$ cat src/hfa_pkg.sv
package hfa_pkg;

    // ------------------------------------------------------------
    // register indices (byte address is four times the index)
    // ------------------------------------------------------------
    localparam logic [7:0] IDX_FIFO_LAST = 8'h1f; // last index of the fifo window
    localparam logic [7:0] IDX_INTERRUPT_FLAGS = 8'h20;      // interrupt_flags, read side
    localparam logic [7:0] IDX_MASK = 8'h20;      // interrupt mask, write side
    localparam logic [7:0] IDX_STATUS_REG = 8'h21;      // status_reg, read side
    localparam logic [7:0] IDX_COMMAND_REG = 8'h21;      // command_reg, write side
    localparam logic [7:0] IDX_RX_BYTE_COUNT_LOW = 8'h25;      // rx_byte_count_low
    localparam logic [7:0] IDX_RX_FRAME_STATUS = 8'h27;      // rx_frame_status
    localparam logic [7:0] IDX_RX_BYTE_COUNT_HIGH = 8'h2a;      // rx_byte_count_high
    localparam logic [7:0] IDX_MASK_RD = 8'h2c;   // mask read-back
    localparam logic [7:0] IDX_INTERRUPT_FLAGS_W1C = 8'h2e;  // write-one-to-clear alias of the flags

    // ------------------------------------------------------------
    // field positions
    // ------------------------------------------------------------
    localparam int INTERRUPT_FLAGS_RME = 7;  // receive_message_end
    localparam int INTERRUPT_FLAGS_RPF = 6;  // receive_pool_full
    localparam int INTERRUPT_FLAGS_RSC = 5;  // remote_status_change
    localparam int INTERRUPT_FLAGS_XPR = 4;  // transmit_pool_ready
    localparam int STATUS_REG_XDOV = 7; // transmit data overflow
    localparam int STATUS_REG_XFW = 6;  // transmit fifo write enable
    localparam int STATUS_REG_XRNR = 5; // own receiver not ready
    localparam int STATUS_REG_REMOTE_NOT_READY = 4; // remote_not_ready
    localparam int STATUS_REG_MBR = 3;  // receive buffer free
    localparam int CMD_RMC = 7;   // receive_message_complete
    localparam int CMD_RRES = 6;  // receiver reset
    localparam int CMD_RNR = 5;   // own receiver not ready
    localparam int CMD_XTF = 3;   // transmit transparent frame
    localparam int CMD_XIF = 2;   // transmit i-frame
    localparam int CMD_XME = 1;   // transmit message end
    localparam int CMD_XRES = 0;  // transmitter reset
    localparam int RX_FRAME_STATUS_RDO = 6;  // receive data overflow

    // ------------------------------------------------------------
    // reset values and sizes
    // ------------------------------------------------------------
    localparam logic [7:0] INTERRUPT_FLAGS_RST = 8'h00;
    localparam logic [7:0] MASK_RST = 8'h00;
    localparam logic [7:0] STATUS_REG_RST = 8'h48;
    localparam int FIFO_BYTES = 32;
    localparam int CNT_W = 12; // frame byte counter width

endpackage

$ cat src/hfa_rx_if.sv
`timescale 1ns/1ps
// link between register front end and receive pool
interface hfa_rx_if;
    logic rd_strobe;        // one completed fifo window read
    logic receive_message_complete;              // receive_message_complete command
    logic rres;             // receiver reset command
    logic [7:0] rd_data;    // byte at the read pointer
    logic rpf_evt;          // receive_pool_full event pulse
    logic rme_evt;          // receive_message_end event pulse
    logic pool_free;        // pool accepts bytes
    logic [hfa_pkg::CNT_W-1:0] byte_cnt; // frame length at message end
    logic [7:0] frame_stat; // frame status at message end

    modport ctl (output rd_strobe, output receive_message_complete, output rres, input rd_data, input rpf_evt,
                 input rme_evt, input pool_free, input byte_cnt, input frame_stat);
    modport pool (input rd_strobe, input receive_message_complete, input rres, output rd_data, output rpf_evt,
                  output rme_evt, output pool_free, output byte_cnt, output frame_stat);
endinterface

$ cat src/hfa_rx_pool.sv
`timescale 1ns/1ps
module hfa_rx_pool #(
    parameter int DEPTH = hfa_pkg::FIFO_BYTES
) (
    input wire logic clk,
    input wire logic rst_n,
    input wire logic rx_byte_valid,
    input wire logic [7:0] rx_byte,
    input wire logic rx_frame_end,
    input wire logic [7:0] rx_frame_stat,
    hfa_rx_if.pool bus
);
    localparam int PW = $clog2(DEPTH);

    // the pointers wrap naturally, so only powers of two are served
    if (DEPTH < 2 || (DEPTH & (DEPTH - 1)) != 0) begin : g_bad_depth
        $error("hfa_rx_pool: DEPTH must be a power of two");
    end

    // ------------------------------------------------------------
    // storage and state
    // ------------------------------------------------------------
    typedef enum logic [1:0] {
        HFA_RX_FILL = 2'b01, // receiver fills the pool
        HFA_RX_HELD = 2'b10  // pool waits for the processor
    } hfa_rx_state_t;

    hfa_rx_state_t state;
    logic [7:0] mem [DEPTH];             // pool bytes
    logic [PW-1:0] wptr;                 // receiver write position
    logic [PW-1:0] rptr;                 // processor read position
    logic [hfa_pkg::CNT_W-1:0] frame_cnt; // bytes of the current frame
    logic end_pending;                   // frame ended while pool was held
    logic overflow;                      // bytes lost while held
    logic frame_done;                    // last pool of a frame is held

    wire logic take = rx_byte_valid && state == HFA_RX_FILL;
    wire logic fills = take && wptr == PW'(DEPTH - 1);

    // ------------------------------------------------------------
    // byte storage and processor read path
    // ------------------------------------------------------------
    // bytes enter the pool only while it is filling
    always_ff @(posedge clk) begin
        if (take) begin
            mem[wptr] <= rx_byte;
        end
    end

    assign bus.rd_data = mem[rptr];

    // read pointer steps once per completed read, restarts with a new pool
    always_ff @(posedge clk) begin
        if (!rst_n) begin
            rptr <= '0;
        end else if (bus.rres || bus.receive_message_complete) begin
            rptr <= '0;
        end else if (bus.rd_strobe) begin
            rptr <= rptr + 1'b1;
        end
    end

    // ------------------------------------------------------------
    // pool state machine
    // ------------------------------------------------------------
    always_ff @(posedge clk) begin
        if (!rst_n) begin
            state <= HFA_RX_FILL;
            wptr <= '0;
            frame_cnt <= '0;
            end_pending <= 1'b0;
            overflow <= 1'b0;
            frame_done <= 1'b0;
            bus.rpf_evt <= 1'b0;
            bus.rme_evt <= 1'b0;
            bus.byte_cnt <= '0;
            bus.frame_stat <= 8'h00;
        end else begin
            bus.rpf_evt <= 1'b0;
            bus.rme_evt <= 1'b0;
            if (bus.rres) begin
                // receiver reset drops everything held
                state <= HFA_RX_FILL;
                wptr <= '0;
                frame_cnt <= '0;
                end_pending <= 1'b0;
                overflow <= 1'b0;
                frame_done <= 1'b0;
            end else begin
                case (state)
                    HFA_RX_FILL: begin
                        if (take) begin
                            wptr <= wptr + 1'b1;
                            frame_cnt <= frame_cnt + 1'b1;
                        end
                        if (rx_frame_end) begin
                            // whole short frame or last part is in the pool
                            state <= HFA_RX_HELD;
                            frame_done <= 1'b1;
                            bus.rme_evt <= 1'b1;
                            bus.byte_cnt <= frame_cnt + hfa_pkg::CNT_W'(take);
                            bus.frame_stat <= rx_frame_stat | (8'(overflow) << hfa_pkg::RX_FRAME_STATUS_RDO);
                        end else if (fills) begin
                            // exactly one full pool, frame still running
                            state <= HFA_RX_HELD;
                            bus.rpf_evt <= 1'b1;
                        end
                    end
                    HFA_RX_HELD: begin
                        // bytes arriving now have no room; flag the loss
                        if (rx_byte_valid) begin
                            overflow <= 1'b1;
                            frame_cnt <= frame_cnt + 1'b1;
                        end
                        if (rx_frame_end && !frame_done) begin
                            end_pending <= 1'b1;
                            bus.byte_cnt <= frame_cnt + hfa_pkg::CNT_W'(rx_byte_valid);
                            bus.frame_stat <= rx_frame_stat | 8'h40;
                        end
                        if (bus.receive_message_complete) begin
                            // processor has fetched the pool, release it
                            wptr <= '0;
                            if (end_pending) begin
                                // frame ended on a pool boundary: empty last part
                                end_pending <= 1'b0;
                                frame_done <= 1'b1;
                                bus.rme_evt <= 1'b1;
                            end else begin
                                state <= HFA_RX_FILL;
                                if (frame_done) begin
                                    frame_cnt <= '0;
                                    overflow <= 1'b0;
                                    frame_done <= 1'b0;
                                end
                            end
                        end
                    end
                    default: begin
                        state <= HFA_RX_FILL;
                    end
                endcase
            end
        end
    end

    // free flag is a flop so that the top output stays registered
    always_ff @(posedge clk) begin
        if (!rst_n) begin
            bus.pool_free <= 1'b1;
        end else begin
            bus.pool_free <= (state == HFA_RX_FILL) && !rx_frame_end && !fills && !bus.receive_message_complete;
        end
    end

endmodule

$ cat src/hfa_top.sv
// Our own choice: the APB slave port.
`timescale 1ns/1ps
module hfa_top #(
    parameter int FIFO_BYTES = hfa_pkg::FIFO_BYTES
) (
    input wire logic clk,
    input wire logic rst_n,
    // apb slave
    input wire logic psel,
    input wire logic penable,
    input wire logic pwrite,
    input wire logic [9:0] paddr,
    input wire logic [31:0] pwdata,
    output logic [31:0] prdata,
    output logic pready,
    output logic pslverr,
    output logic irq,
    // receiver side
    input wire logic rx_byte_valid,
    input wire logic [7:0] rx_byte,
    input wire logic rx_frame_end,
    input wire logic [7:0] rx_frame_stat,
    output logic rx_ready,
    input wire logic auto_mode,
    input wire logic sframe_valid,
    input wire logic sframe_rnr,
    // transmitter side
    input wire logic [4:0] tx_rd_addr,
    output logic [7:0] tx_rd_data,
    output logic tx_start,
    output logic tx_iframe,
    output logic tx_end,
    output logic [5:0] tx_len,
    output logic tx_abort,
    output logic own_rnr,
    input wire logic tx_pool_done
);
    localparam int PW = $clog2(FIFO_BYTES);

    // the window decode and the 5-bit transmitter address assume 32 bytes
    if (FIFO_BYTES != 32) begin : g_bad_size
        $error("hfa_top: FIFO_BYTES must be 32");
    end

    // ------------------------------------------------------------
    // helpers
    // ------------------------------------------------------------
    // register index from a byte address
    function automatic logic [7:0] reg_idx(input logic [9:0] addr);
        return addr[9:2];
    endfunction

    // index falls in the 32-entry fifo window
    function automatic logic in_window(input logic [7:0] idx);
        return idx <= hfa_pkg::IDX_FIFO_LAST;
    endfunction

    // ------------------------------------------------------------
    // bus decode
    // ------------------------------------------------------------
    hfa_rx_if rx_bus ();

    logic [7:0] idx;           // decoded register index
    logic done;                // transfer completes this edge
    logic rd_done;             // completed read
    logic wr_done;             // completed write
    logic [7:0] next_rdata;    // read mux result
    logic rd_mapped;           // read index exists
    logic wr_mapped;           // write index exists
    logic [7:0] interrupt_flags;          // interrupt_flags storage
    logic [7:0] mask;          // 1 = source masked
    logic [7:0] ev;            // event pulses into the flags
    logic [7:0] clr;           // clear vector from software
    logic [7:0] rx_byte_count_low;          // rx_byte_count_low
    logic [7:0] rx_byte_count_high;          // rx_byte_count_high
    logic [7:0] rx_frame_status;          // rx_frame_status
    logic remote_not_ready;                // remote_not_ready
    logic xfw;                 // transmit pool writable
    logic xdov;                // transmit pool overrun
    logic xrnr;                // own receiver not ready
    logic [7:0] tx_mem [FIFO_BYTES]; // transmit pool
    logic [PW-1:0] tx_wptr;    // processor write position
    logic [5:0] tx_cnt;        // bytes written into the pool
    logic cmd_wr;              // command register written
    logic xpr_evt;             // transmit pool ready event
    logic rsc_evt;             // remote status change event

    assign idx = reg_idx(paddr);
    assign done = psel && penable && pready;
    assign rd_done = done && !pwrite;
    assign wr_done = done && pwrite;
    assign cmd_wr = wr_done && idx == hfa_pkg::IDX_COMMAND_REG;

    // read mux; masked flags stay hidden but pending
    always_comb begin
        next_rdata = 8'h00;
        rd_mapped = 1'b1;
        if (in_window(idx)) begin
            next_rdata = rx_bus.rd_data;
        end else begin
            case (idx)
                hfa_pkg::IDX_INTERRUPT_FLAGS: next_rdata = interrupt_flags & ~mask;
                hfa_pkg::IDX_STATUS_REG: begin
                    next_rdata = 8'h00;
                    next_rdata[hfa_pkg::STATUS_REG_XDOV] = xdov;
                    next_rdata[hfa_pkg::STATUS_REG_XFW] = xfw;
                    next_rdata[hfa_pkg::STATUS_REG_XRNR] = xrnr;
                    next_rdata[hfa_pkg::STATUS_REG_REMOTE_NOT_READY] = remote_not_ready;
                    next_rdata[hfa_pkg::STATUS_REG_MBR] = rx_bus.pool_free;
                end
                hfa_pkg::IDX_RX_BYTE_COUNT_LOW: next_rdata = rx_byte_count_low;
                hfa_pkg::IDX_RX_BYTE_COUNT_HIGH: next_rdata = rx_byte_count_high;
                hfa_pkg::IDX_RX_FRAME_STATUS: next_rdata = rx_frame_status;
                hfa_pkg::IDX_MASK_RD: next_rdata = mask;
                default: rd_mapped = 1'b0;
            endcase
        end
    end

    // writable indices
    always_comb begin
        wr_mapped = in_window(idx) || idx == hfa_pkg::IDX_MASK || idx == hfa_pkg::IDX_COMMAND_REG
            || idx == hfa_pkg::IDX_INTERRUPT_FLAGS_W1C;
    end

    // ------------------------------------------------------------
    // apb answer
    // ------------------------------------------------------------
    // one wait state so that read data comes from a flop
    always_ff @(posedge clk) begin
        if (!rst_n) begin
            pready <= 1'b0;
            prdata <= 32'h0000_0000;
            pslverr <= 1'b0;
        end else if (psel && penable && !pready) begin
            pready <= 1'b1;
            // read data stands until the next read answer; writes leave it alone
            if (!pwrite) begin
                prdata <= {24'h00_0000, next_rdata};
            end
            pslverr <= pwrite ? !wr_mapped : !rd_mapped;
        end else begin
            pready <= 1'b0;
        end
    end

    // ------------------------------------------------------------
    // receive pool
    // ------------------------------------------------------------
    // side effects act only at the completing edge, never on the wait state
    assign rx_bus.rd_strobe = rd_done && in_window(idx) && !pslverr;
    assign rx_bus.receive_message_complete = cmd_wr && pwdata[hfa_pkg::CMD_RMC];
    assign rx_bus.rres = cmd_wr && pwdata[hfa_pkg::CMD_RRES];
    assign rx_ready = rx_bus.pool_free;

    hfa_rx_pool #(
        .DEPTH(FIFO_BYTES)
    ) u_rx_pool (
        .clk(clk),
        .rst_n(rst_n),
        .rx_byte_valid(rx_byte_valid),
        .rx_byte(rx_byte),
        .rx_frame_end(rx_frame_end),
        .rx_frame_stat(rx_frame_stat),
        .bus(rx_bus)
    );

    // length and status latched at message end
    always_ff @(posedge clk) begin
        if (!rst_n) begin
            rx_byte_count_low <= 8'h00;
            rx_byte_count_high <= 8'h00;
            rx_frame_status <= 8'h00;
        end else if (rx_bus.rme_evt) begin
            rx_byte_count_low <= rx_bus.byte_cnt[7:0];
            rx_byte_count_high <= {4'h0, rx_bus.byte_cnt[11:8]};
            rx_frame_status <= rx_bus.frame_stat;
        end
    end

    // ------------------------------------------------------------
    // remote receiver state
    // ------------------------------------------------------------
    // supervisory frames only count in auto-mode
    always_ff @(posedge clk) begin
        if (!rst_n) begin
            remote_not_ready <= 1'b0;
            rsc_evt <= 1'b0;
        end else begin
            rsc_evt <= 1'b0;
            if (auto_mode && sframe_valid && sframe_rnr != remote_not_ready) begin
                remote_not_ready <= sframe_rnr;
                rsc_evt <= 1'b1;
            end
        end
    end

    // ------------------------------------------------------------
    // interrupt flags and mask
    // ------------------------------------------------------------
    always_comb begin
        ev = 8'h00;
        ev[hfa_pkg::INTERRUPT_FLAGS_RME] = rx_bus.rme_evt;
        ev[hfa_pkg::INTERRUPT_FLAGS_RPF] = rx_bus.rpf_evt;
        ev[hfa_pkg::INTERRUPT_FLAGS_RSC] = rsc_evt;
        ev[hfa_pkg::INTERRUPT_FLAGS_XPR] = xpr_evt;
        // clear only what was shown on the read, so a later set is not lost
        clr = 8'h00;
        if (rd_done && idx == hfa_pkg::IDX_INTERRUPT_FLAGS) begin
            clr = prdata[7:0];
        end
        if (wr_done && idx == hfa_pkg::IDX_INTERRUPT_FLAGS_W1C) begin
            clr = clr | pwdata[7:0];
        end
    end

    // set wins over clear in the same cycle
    always_ff @(posedge clk) begin
        if (!rst_n) begin
            interrupt_flags <= hfa_pkg::INTERRUPT_FLAGS_RST;
        end else begin
            interrupt_flags <= (interrupt_flags & ~clr) | ev;
        end
    end

    always_ff @(posedge clk) begin
        if (!rst_n) begin
            mask <= hfa_pkg::MASK_RST;
        end else if (wr_done && idx == hfa_pkg::IDX_MASK) begin
            mask <= pwdata[7:0];
        end
    end

    always_ff @(posedge clk) begin
        if (!rst_n) begin
            irq <= 1'b0;
        end else begin
            irq <= |(((interrupt_flags & ~clr) | ev) & ~mask);
        end
    end

    // ------------------------------------------------------------
    // transmit pool
    // ------------------------------------------------------------
    // bytes land at the write pointer; the 33rd byte wraps and overwrites
    always_ff @(posedge clk) begin
        if (wr_done && in_window(idx) && xfw) begin
            tx_mem[tx_wptr] <= pwdata[7:0];
        end
        tx_rd_data <= tx_mem[tx_rd_addr];
    end

    // pointer, write enable and handover to the transmitter
    always_ff @(posedge clk) begin
        if (!rst_n) begin
            tx_wptr <= '0;
            tx_cnt <= 6'h00;
            xfw <= 1'b1;
            xdov <= 1'b0;
            xrnr <= 1'b0;
            xpr_evt <= 1'b0;
            tx_start <= 1'b0;
            tx_iframe <= 1'b0;
            tx_end <= 1'b0;
            tx_len <= 6'h00;
            tx_abort <= 1'b0;
        end else begin
            xpr_evt <= 1'b0;
            tx_start <= 1'b0;
            tx_abort <= 1'b0;
            if (cmd_wr) begin
                xrnr <= pwdata[hfa_pkg::CMD_RNR];
            end
            if (cmd_wr && pwdata[hfa_pkg::CMD_XRES]) begin
                // abort: empty the pool and hand it back at once
                tx_wptr <= '0;
                tx_cnt <= 6'h00;
                xfw <= 1'b1;
                xdov <= 1'b0;
                xpr_evt <= 1'b1;
                tx_abort <= 1'b1;
            end else if (cmd_wr && xfw && (pwdata[hfa_pkg::CMD_XTF]
                    || (pwdata[hfa_pkg::CMD_XIF] && auto_mode))) begin
                // hand the pool over; the next pool starts at the top
                tx_start <= 1'b1;
                tx_iframe <= pwdata[hfa_pkg::CMD_XIF] && !pwdata[hfa_pkg::CMD_XTF];
                tx_end <= pwdata[hfa_pkg::CMD_XME];
                tx_len <= tx_cnt;
                xfw <= 1'b0;
                tx_wptr <= '0;
                tx_cnt <= 6'h00;
            end else if (wr_done && in_window(idx) && xfw) begin
                tx_wptr <= tx_wptr + 1'b1;
                if (tx_cnt == 6'(FIFO_BYTES)) begin
                    xdov <= 1'b1;
                end else begin
                    tx_cnt <= tx_cnt + 1'b1;
                end
            end else if (tx_pool_done && !xfw) begin
                xfw <= 1'b1;
                xdov <= 1'b0;
                xpr_evt <= 1'b1;
            end
        end
    end

    assign own_rnr = xrnr;

endmodule

$ cat config.mk
export PLATFORM = sky130hd
export DESIGN_NAME = hfa_top
export DESIGN_NICKNAME = d
export VERILOG_FILES = /design/src/hfa_pkg.sv /design/src/hfa_rx_if.sv /design/src/hfa_rx_pool.sv /design/src/hfa_top.sv
export SDC_FILE = /design/constraint.sdc
export NUM_CORES = 1
export LEC_CHECK = 0
export ABC_AREA = 0
export BUFFER_PORTS_ARGS = -buffer_cell sky130_fd_sc_hd__buf_2
export CORE_AREA = 2 2 240 242
export CTS_BUF_LIST = sky130_fd_sc_hd__clkbuf_4
export DETAILED_ROUTE_END_ITERATION = 6
export DIE_AREA = 0 0 242 244
export PLACE_DENSITY_LB_ADDON = 0.3
export SYNTH_ARGS = -nofsm -noshare
export SYNTH_HDL_FRONTEND = slang
export SYNTH_SLANG_ARGS = --single-unit
export TNS_END_PERCENT = 5
$ cat constraint.sdc
create_clock -name clk -period 2.2 [get_ports clk]
set_input_delay 0.22 -clock clk [delete_from_list [all_inputs] [get_ports clk]]
set_output_delay 0.22 -clock clk [all_outputs]
set_load 0.01 [all_outputs]
==> metrics.log <==
[metrics] via density per instance: between 5 and 6
[metrics] antenna-violating nets left: 0
[metrics] clock root buffer master: sky130_fd_sc_hd__clkbuf_4
[metrics] die height: about 240 um
[metrics] HPWL after DPL: just under 40 mm
[metrics] area leader, netlist: sky130_fd_sc_hd__edfxtp_1
[metrics] number of distinct library cell variants in the gate-level netlist after synthesis: roughly 70
[metrics] top post-synthesis cells by count: 512 x sky130_fd_sc_hd__edfxtp_1, 154 x sky130_fd_sc_hd__mux4_2, 137 x sky130_fd_sc_hd__dfxtp_1, 104 x sky130_fd_sc_hd__nor2_1, 77 x sky130_fd_sc_hd__nand2_1
[metrics] cell count after synthesis: 1577
[metrics] vias after detailed routing: about 15k
[metrics] Synth warnings: 0
[metrics] worst slack after detailed placement: -0.117 ns
[metrics] ys async rst share: 0%
[metrics] Min-Delay Path Class: primary input to flop
[metrics] Yosys top cell area share: 58.4%
[metrics] Synth Area per Inst: 16.7 um2
[metrics] IR drop worst, VDD: about 0.57 mV
[metrics] CP startpoint kind: flop
[metrics] worst setup slack for register-to-register paths: -0.02 ns
[metrics] maximum clock frequency: 451 MHz
[metrics] count of endpoints failing setup in the final report: 3
[metrics] final count of hold timing violations: 0
[metrics] final wirelength: roughly 60 mm
[metrics] Max Transition Viols Final: 0
[metrics] # rows: 87
[metrics] CTS H-tree depth: 4
[metrics] number of detailed-route iterations in the first pass: 7
[metrics] Std-Cell Core Area: around 0.056 mm2
[metrics] initial antenna violation count: 2
[metrics] leading cell type by number of instances after synthesis: sky130_fd_sc_hd__edfxtp_1
[metrics] number of clock sinks seen by CTS: roughly 650
[metrics] vias in the first global route: around 16k
[metrics] DRC errors left: 0
[metrics] register share of total power: between 50% and 60%
[metrics] top fanout value on the critical path: 9
[metrics] full die area: between 0.05 and 0.06 mm2
[metrics] unrepaired setup endpoints after global routing: true
[metrics] summed negative setup slack over all endpoints: -0.0328 ns
[metrics] total power: roughly 25 mW
[metrics] hold path startpoint: tx_rd_addr[0]
[metrics] clk slew on worst S/H paths: about 0.07 ns
[metrics] power density normalized to cell area: roughly 790 mW/mm2
[metrics] worst reg2reg path depth: 5
[metrics] result of the run: finished, violations left
[metrics] TritonCTS buffer count: roughly 160
[metrics] crit end category: flop
[metrics] setup ws final: -0.0164 ns
[metrics] crit path DAT: ~3.0 ns
[metrics] final core utilization: between 50 and 60%
[metrics] violations in the final reports: setup timing
[metrics] area added between synthesis and finish: 20.6%
[metrics] clock network latency to the later pin of the worst-skew pair: 0.97 ns
[metrics] required time at the endpoint of the critical path: 3.02 ns
[metrics] normalized max-slew margin: 57.6%
[metrics] routed length per instance: 21.2 um
[metrics] final setup skew: between 0.06 and 0.07 ns
[metrics] cell depth of the worst hold path: 4
[metrics] Net Switching: 5.67 mW
[metrics] initial core utilization: between 40% and 50%
[metrics] switching power share of the total: 22.7%
[metrics] residual overflow from global routing: 0
[metrics] count of port buffers added during placement: just under 80
[metrics] class of the most critical setup path: flop to flop
[metrics] post-route fraction of the period consumed by the critical path: 101%
[metrics] clock network fraction of total power: between 40 and 50%
[metrics] share of final-layout standard cells stronger than drive strength 1: 34.6%
[metrics] P_int: ~19 mW
[metrics] time the worst path needs with I/O delays and setup: ~2.2 ns
[metrics] endpoint of the lowest-slack register-to-register path: prdata[7]
[metrics] pin count of the biggest net entering global routing: 55
[metrics] first-pass GRT wire length: between 90 and 100 mm
[metrics] ports placed on the boundary: approximately 130
[metrics] Detailed Route Iter0 Violations: about 1.2k
[metrics] sequential element share of the synthesized area: ~69%
[metrics] combinational fraction of design power: roughly 6.0%
[metrics] CTS tree: yes
[metrics] number of enable flip-flop cells after synthesis: 512
[metrics] number of synthesized register bits: around 650
[metrics] GRT Overall Usage: about a fifth
[metrics] die outline width: between 200 and 250 um
[metrics] ys flop type: sky130_fd_sc_hd__edfxtp_1
[metrics] ranking of synthesized cells by area: sky130_fd_sc_hd__edfxtp_1 58%, sky130_fd_sc_hd__mux4_2 13%, sky130_fd_sc_hd__dfxtp_1 10%, sky130_fd_sc_hd__mux2i_1 1.9%, sky130_fd_sc_hd__nor2_1 1.5%
[metrics] leakage dissipation: about 11 nW
[metrics] Max Root-Sink Buffers: 3
[metrics] routability cong.: about 0.86
[metrics] Post-layout nets: 2036
[metrics] number of maximum-capacitance constraint violations: 0
[metrics] Post-Synthesis Cell Area: 0.0263 mm2
[metrics] slew at the pin closest to its max-slew limit: 0.636 ns
[metrics] destination of the worst hold path: tx_rd_data[6]
[sequential cells by signal, summed over array words and instances, names as in the netlist, 12 cells and up, named ones only]
signal	flops
tx_mem	256
u_rx_pool.mem	256
u_rx_pool.bus.byte_cnt	12
u_rx_pool.frame_cnt	12
[through the flow]
stage / std cells / hold slack [ns] / cell area (um2)
after floorplan: 1600 / 0.319 / 26600
after global placement: 2470 / 0.438 / 28900
after detailed placement: 2470 / 0.448 / 28900
after CTS: 2821 / 0.0183 / 31700
after global routing: 2825 / 0.0378 / 31800
final: 2827 / 0.0890 / 31800
[kinds of logic after synthesis]
logic type | Yosys count | synth area share (%)
fa+ha+maj | 17 | 0.808
other cells | 1 | 0.0142
simple gates | 368 | 7.31
compound gates | 175 | 4.47
xor+xnor | 24 | 0.798
buf+inv | 131 | 2.40
mux | 212 | 15.4
flops | 649 | 68.8
[how the worst max path moves through the flow]
stage | start | end | slack, ns | depth (start not counted)
floorplan | flop | prdata[6] | -0.13 | 6
detailed placement | flop | prdata[4] | -0.12 | 5
global route | flop | prdata[1] | -0.08 | 9
global placement | flop | prdata[4] | -0.11 | 5
CTS | flop | prdata[2] | -0.03 | 7
finish | flop | prdata[7] | -0.02 | 5
[timing repair]
action | CTS | global route
hold buffers | 63 | 0
cloned | 1 | 0
buffers inserted | 1 | 1
gates resized for setup | 10 | 5
pin swaps | 0 | 2
hold endpoints to repair | 616 | 0
setup endpoints to repair | 24 | 13
[placed cells by master (no fill, tap or decap), types with 12 or more instances in the layout]
cell,netlist,final
sky130_fd_sc_hd__a21oi_1,45,45
sky130_fd_sc_hd__dfxtp_1,137,135
sky130_fd_sc_hd__buf_12,0,39
sky130_fd_sc_hd__mux2i_1,49,47
sky130_fd_sc_hd__inv_1,16,16
sky130_fd_sc_hd__ha_1,17,17
sky130_fd_sc_hd__mux4_2,154,154
sky130_fd_sc_hd__o21ai_0,30,26
sky130_fd_sc_hd__xor2_1,17,17
sky130_fd_sc_hd__nor3_1,18,18
sky130_fd_sc_hd__clkbuf_4,0,245
sky130_fd_sc_hd__a211oi_1,14,12
sky130_fd_sc_hd__nor2b_1,49,49
sky130_fd_sc_hd__nor2_2,0,24
sky130_fd_sc_hd__edfxtp_1,512,512
sky130_fd_sc_hd__a21boi_0,18,18
sky130_fd_sc_hd__buf_2,16,77
sky130_fd_sc_hd__clkinv_1,0,27
sky130_fd_sc_hd__nand3_1,26,26
sky130_fd_sc_hd__nor2_1,104,71
sky130_fd_sc_hd__buf_4,26,112
sky130_fd_sc_hd__nand4_1,15,15
sky130_fd_sc_hd__o211a_1,12,12
sky130_fd_sc_hd__dlygate4sd3_1,0,63
sky130_fd_sc_hd__conb_1,1,24
sky130_fd_sc_hd__nand2_1,77,73
[power by group through the flow]
stage	clock network, mW	registers (mW)	logic, mW
finish	10.1	13.5	1.49
global route	11.0	13.5	1.62
CTS	10.4	13.5	1.50
detailed placement	0	13.8	1.42
global placement	0	13.7	1.38
floorplan	0	13.7	0.854
[layout make-up]
type                            count  area, um2
Antenna cell                        5       12.5
Clock buffer                      245       1840
Clock inverter                     41        253
Fill cell                        4465      24400
Inverter                           17       63.8
Multi-Input combinational cell    820       7840
Sequential cell                   649      18100
Tap cell                          756        946
Timing Repair Buffer              294       2690
[layer usage]
metal / global-route usage [%] / share of wire, %
met1: 27.2 / 42
met4: 8.42 / 3.3
met2: 33.4 / 49
met3: 4.99 / 5.6
met5: 0 / 0
[worst max-delay path, cell delays in order, from the launching register on]
cell and delay (ns):
sky130_fd_sc_hd__dfxtp_4 0.42, sky130_fd_sc_hd__bufbuf_16 0.31, sky130_fd_sc_hd__mux4_2 0.49, sky130_fd_sc_hd__mux4_2 0.54
sky130_fd_sc_hd__mux2i_2 0.21, sky130_fd_sc_hd__o22ai_1 0.10
Power figures use the tool's default switching activity.
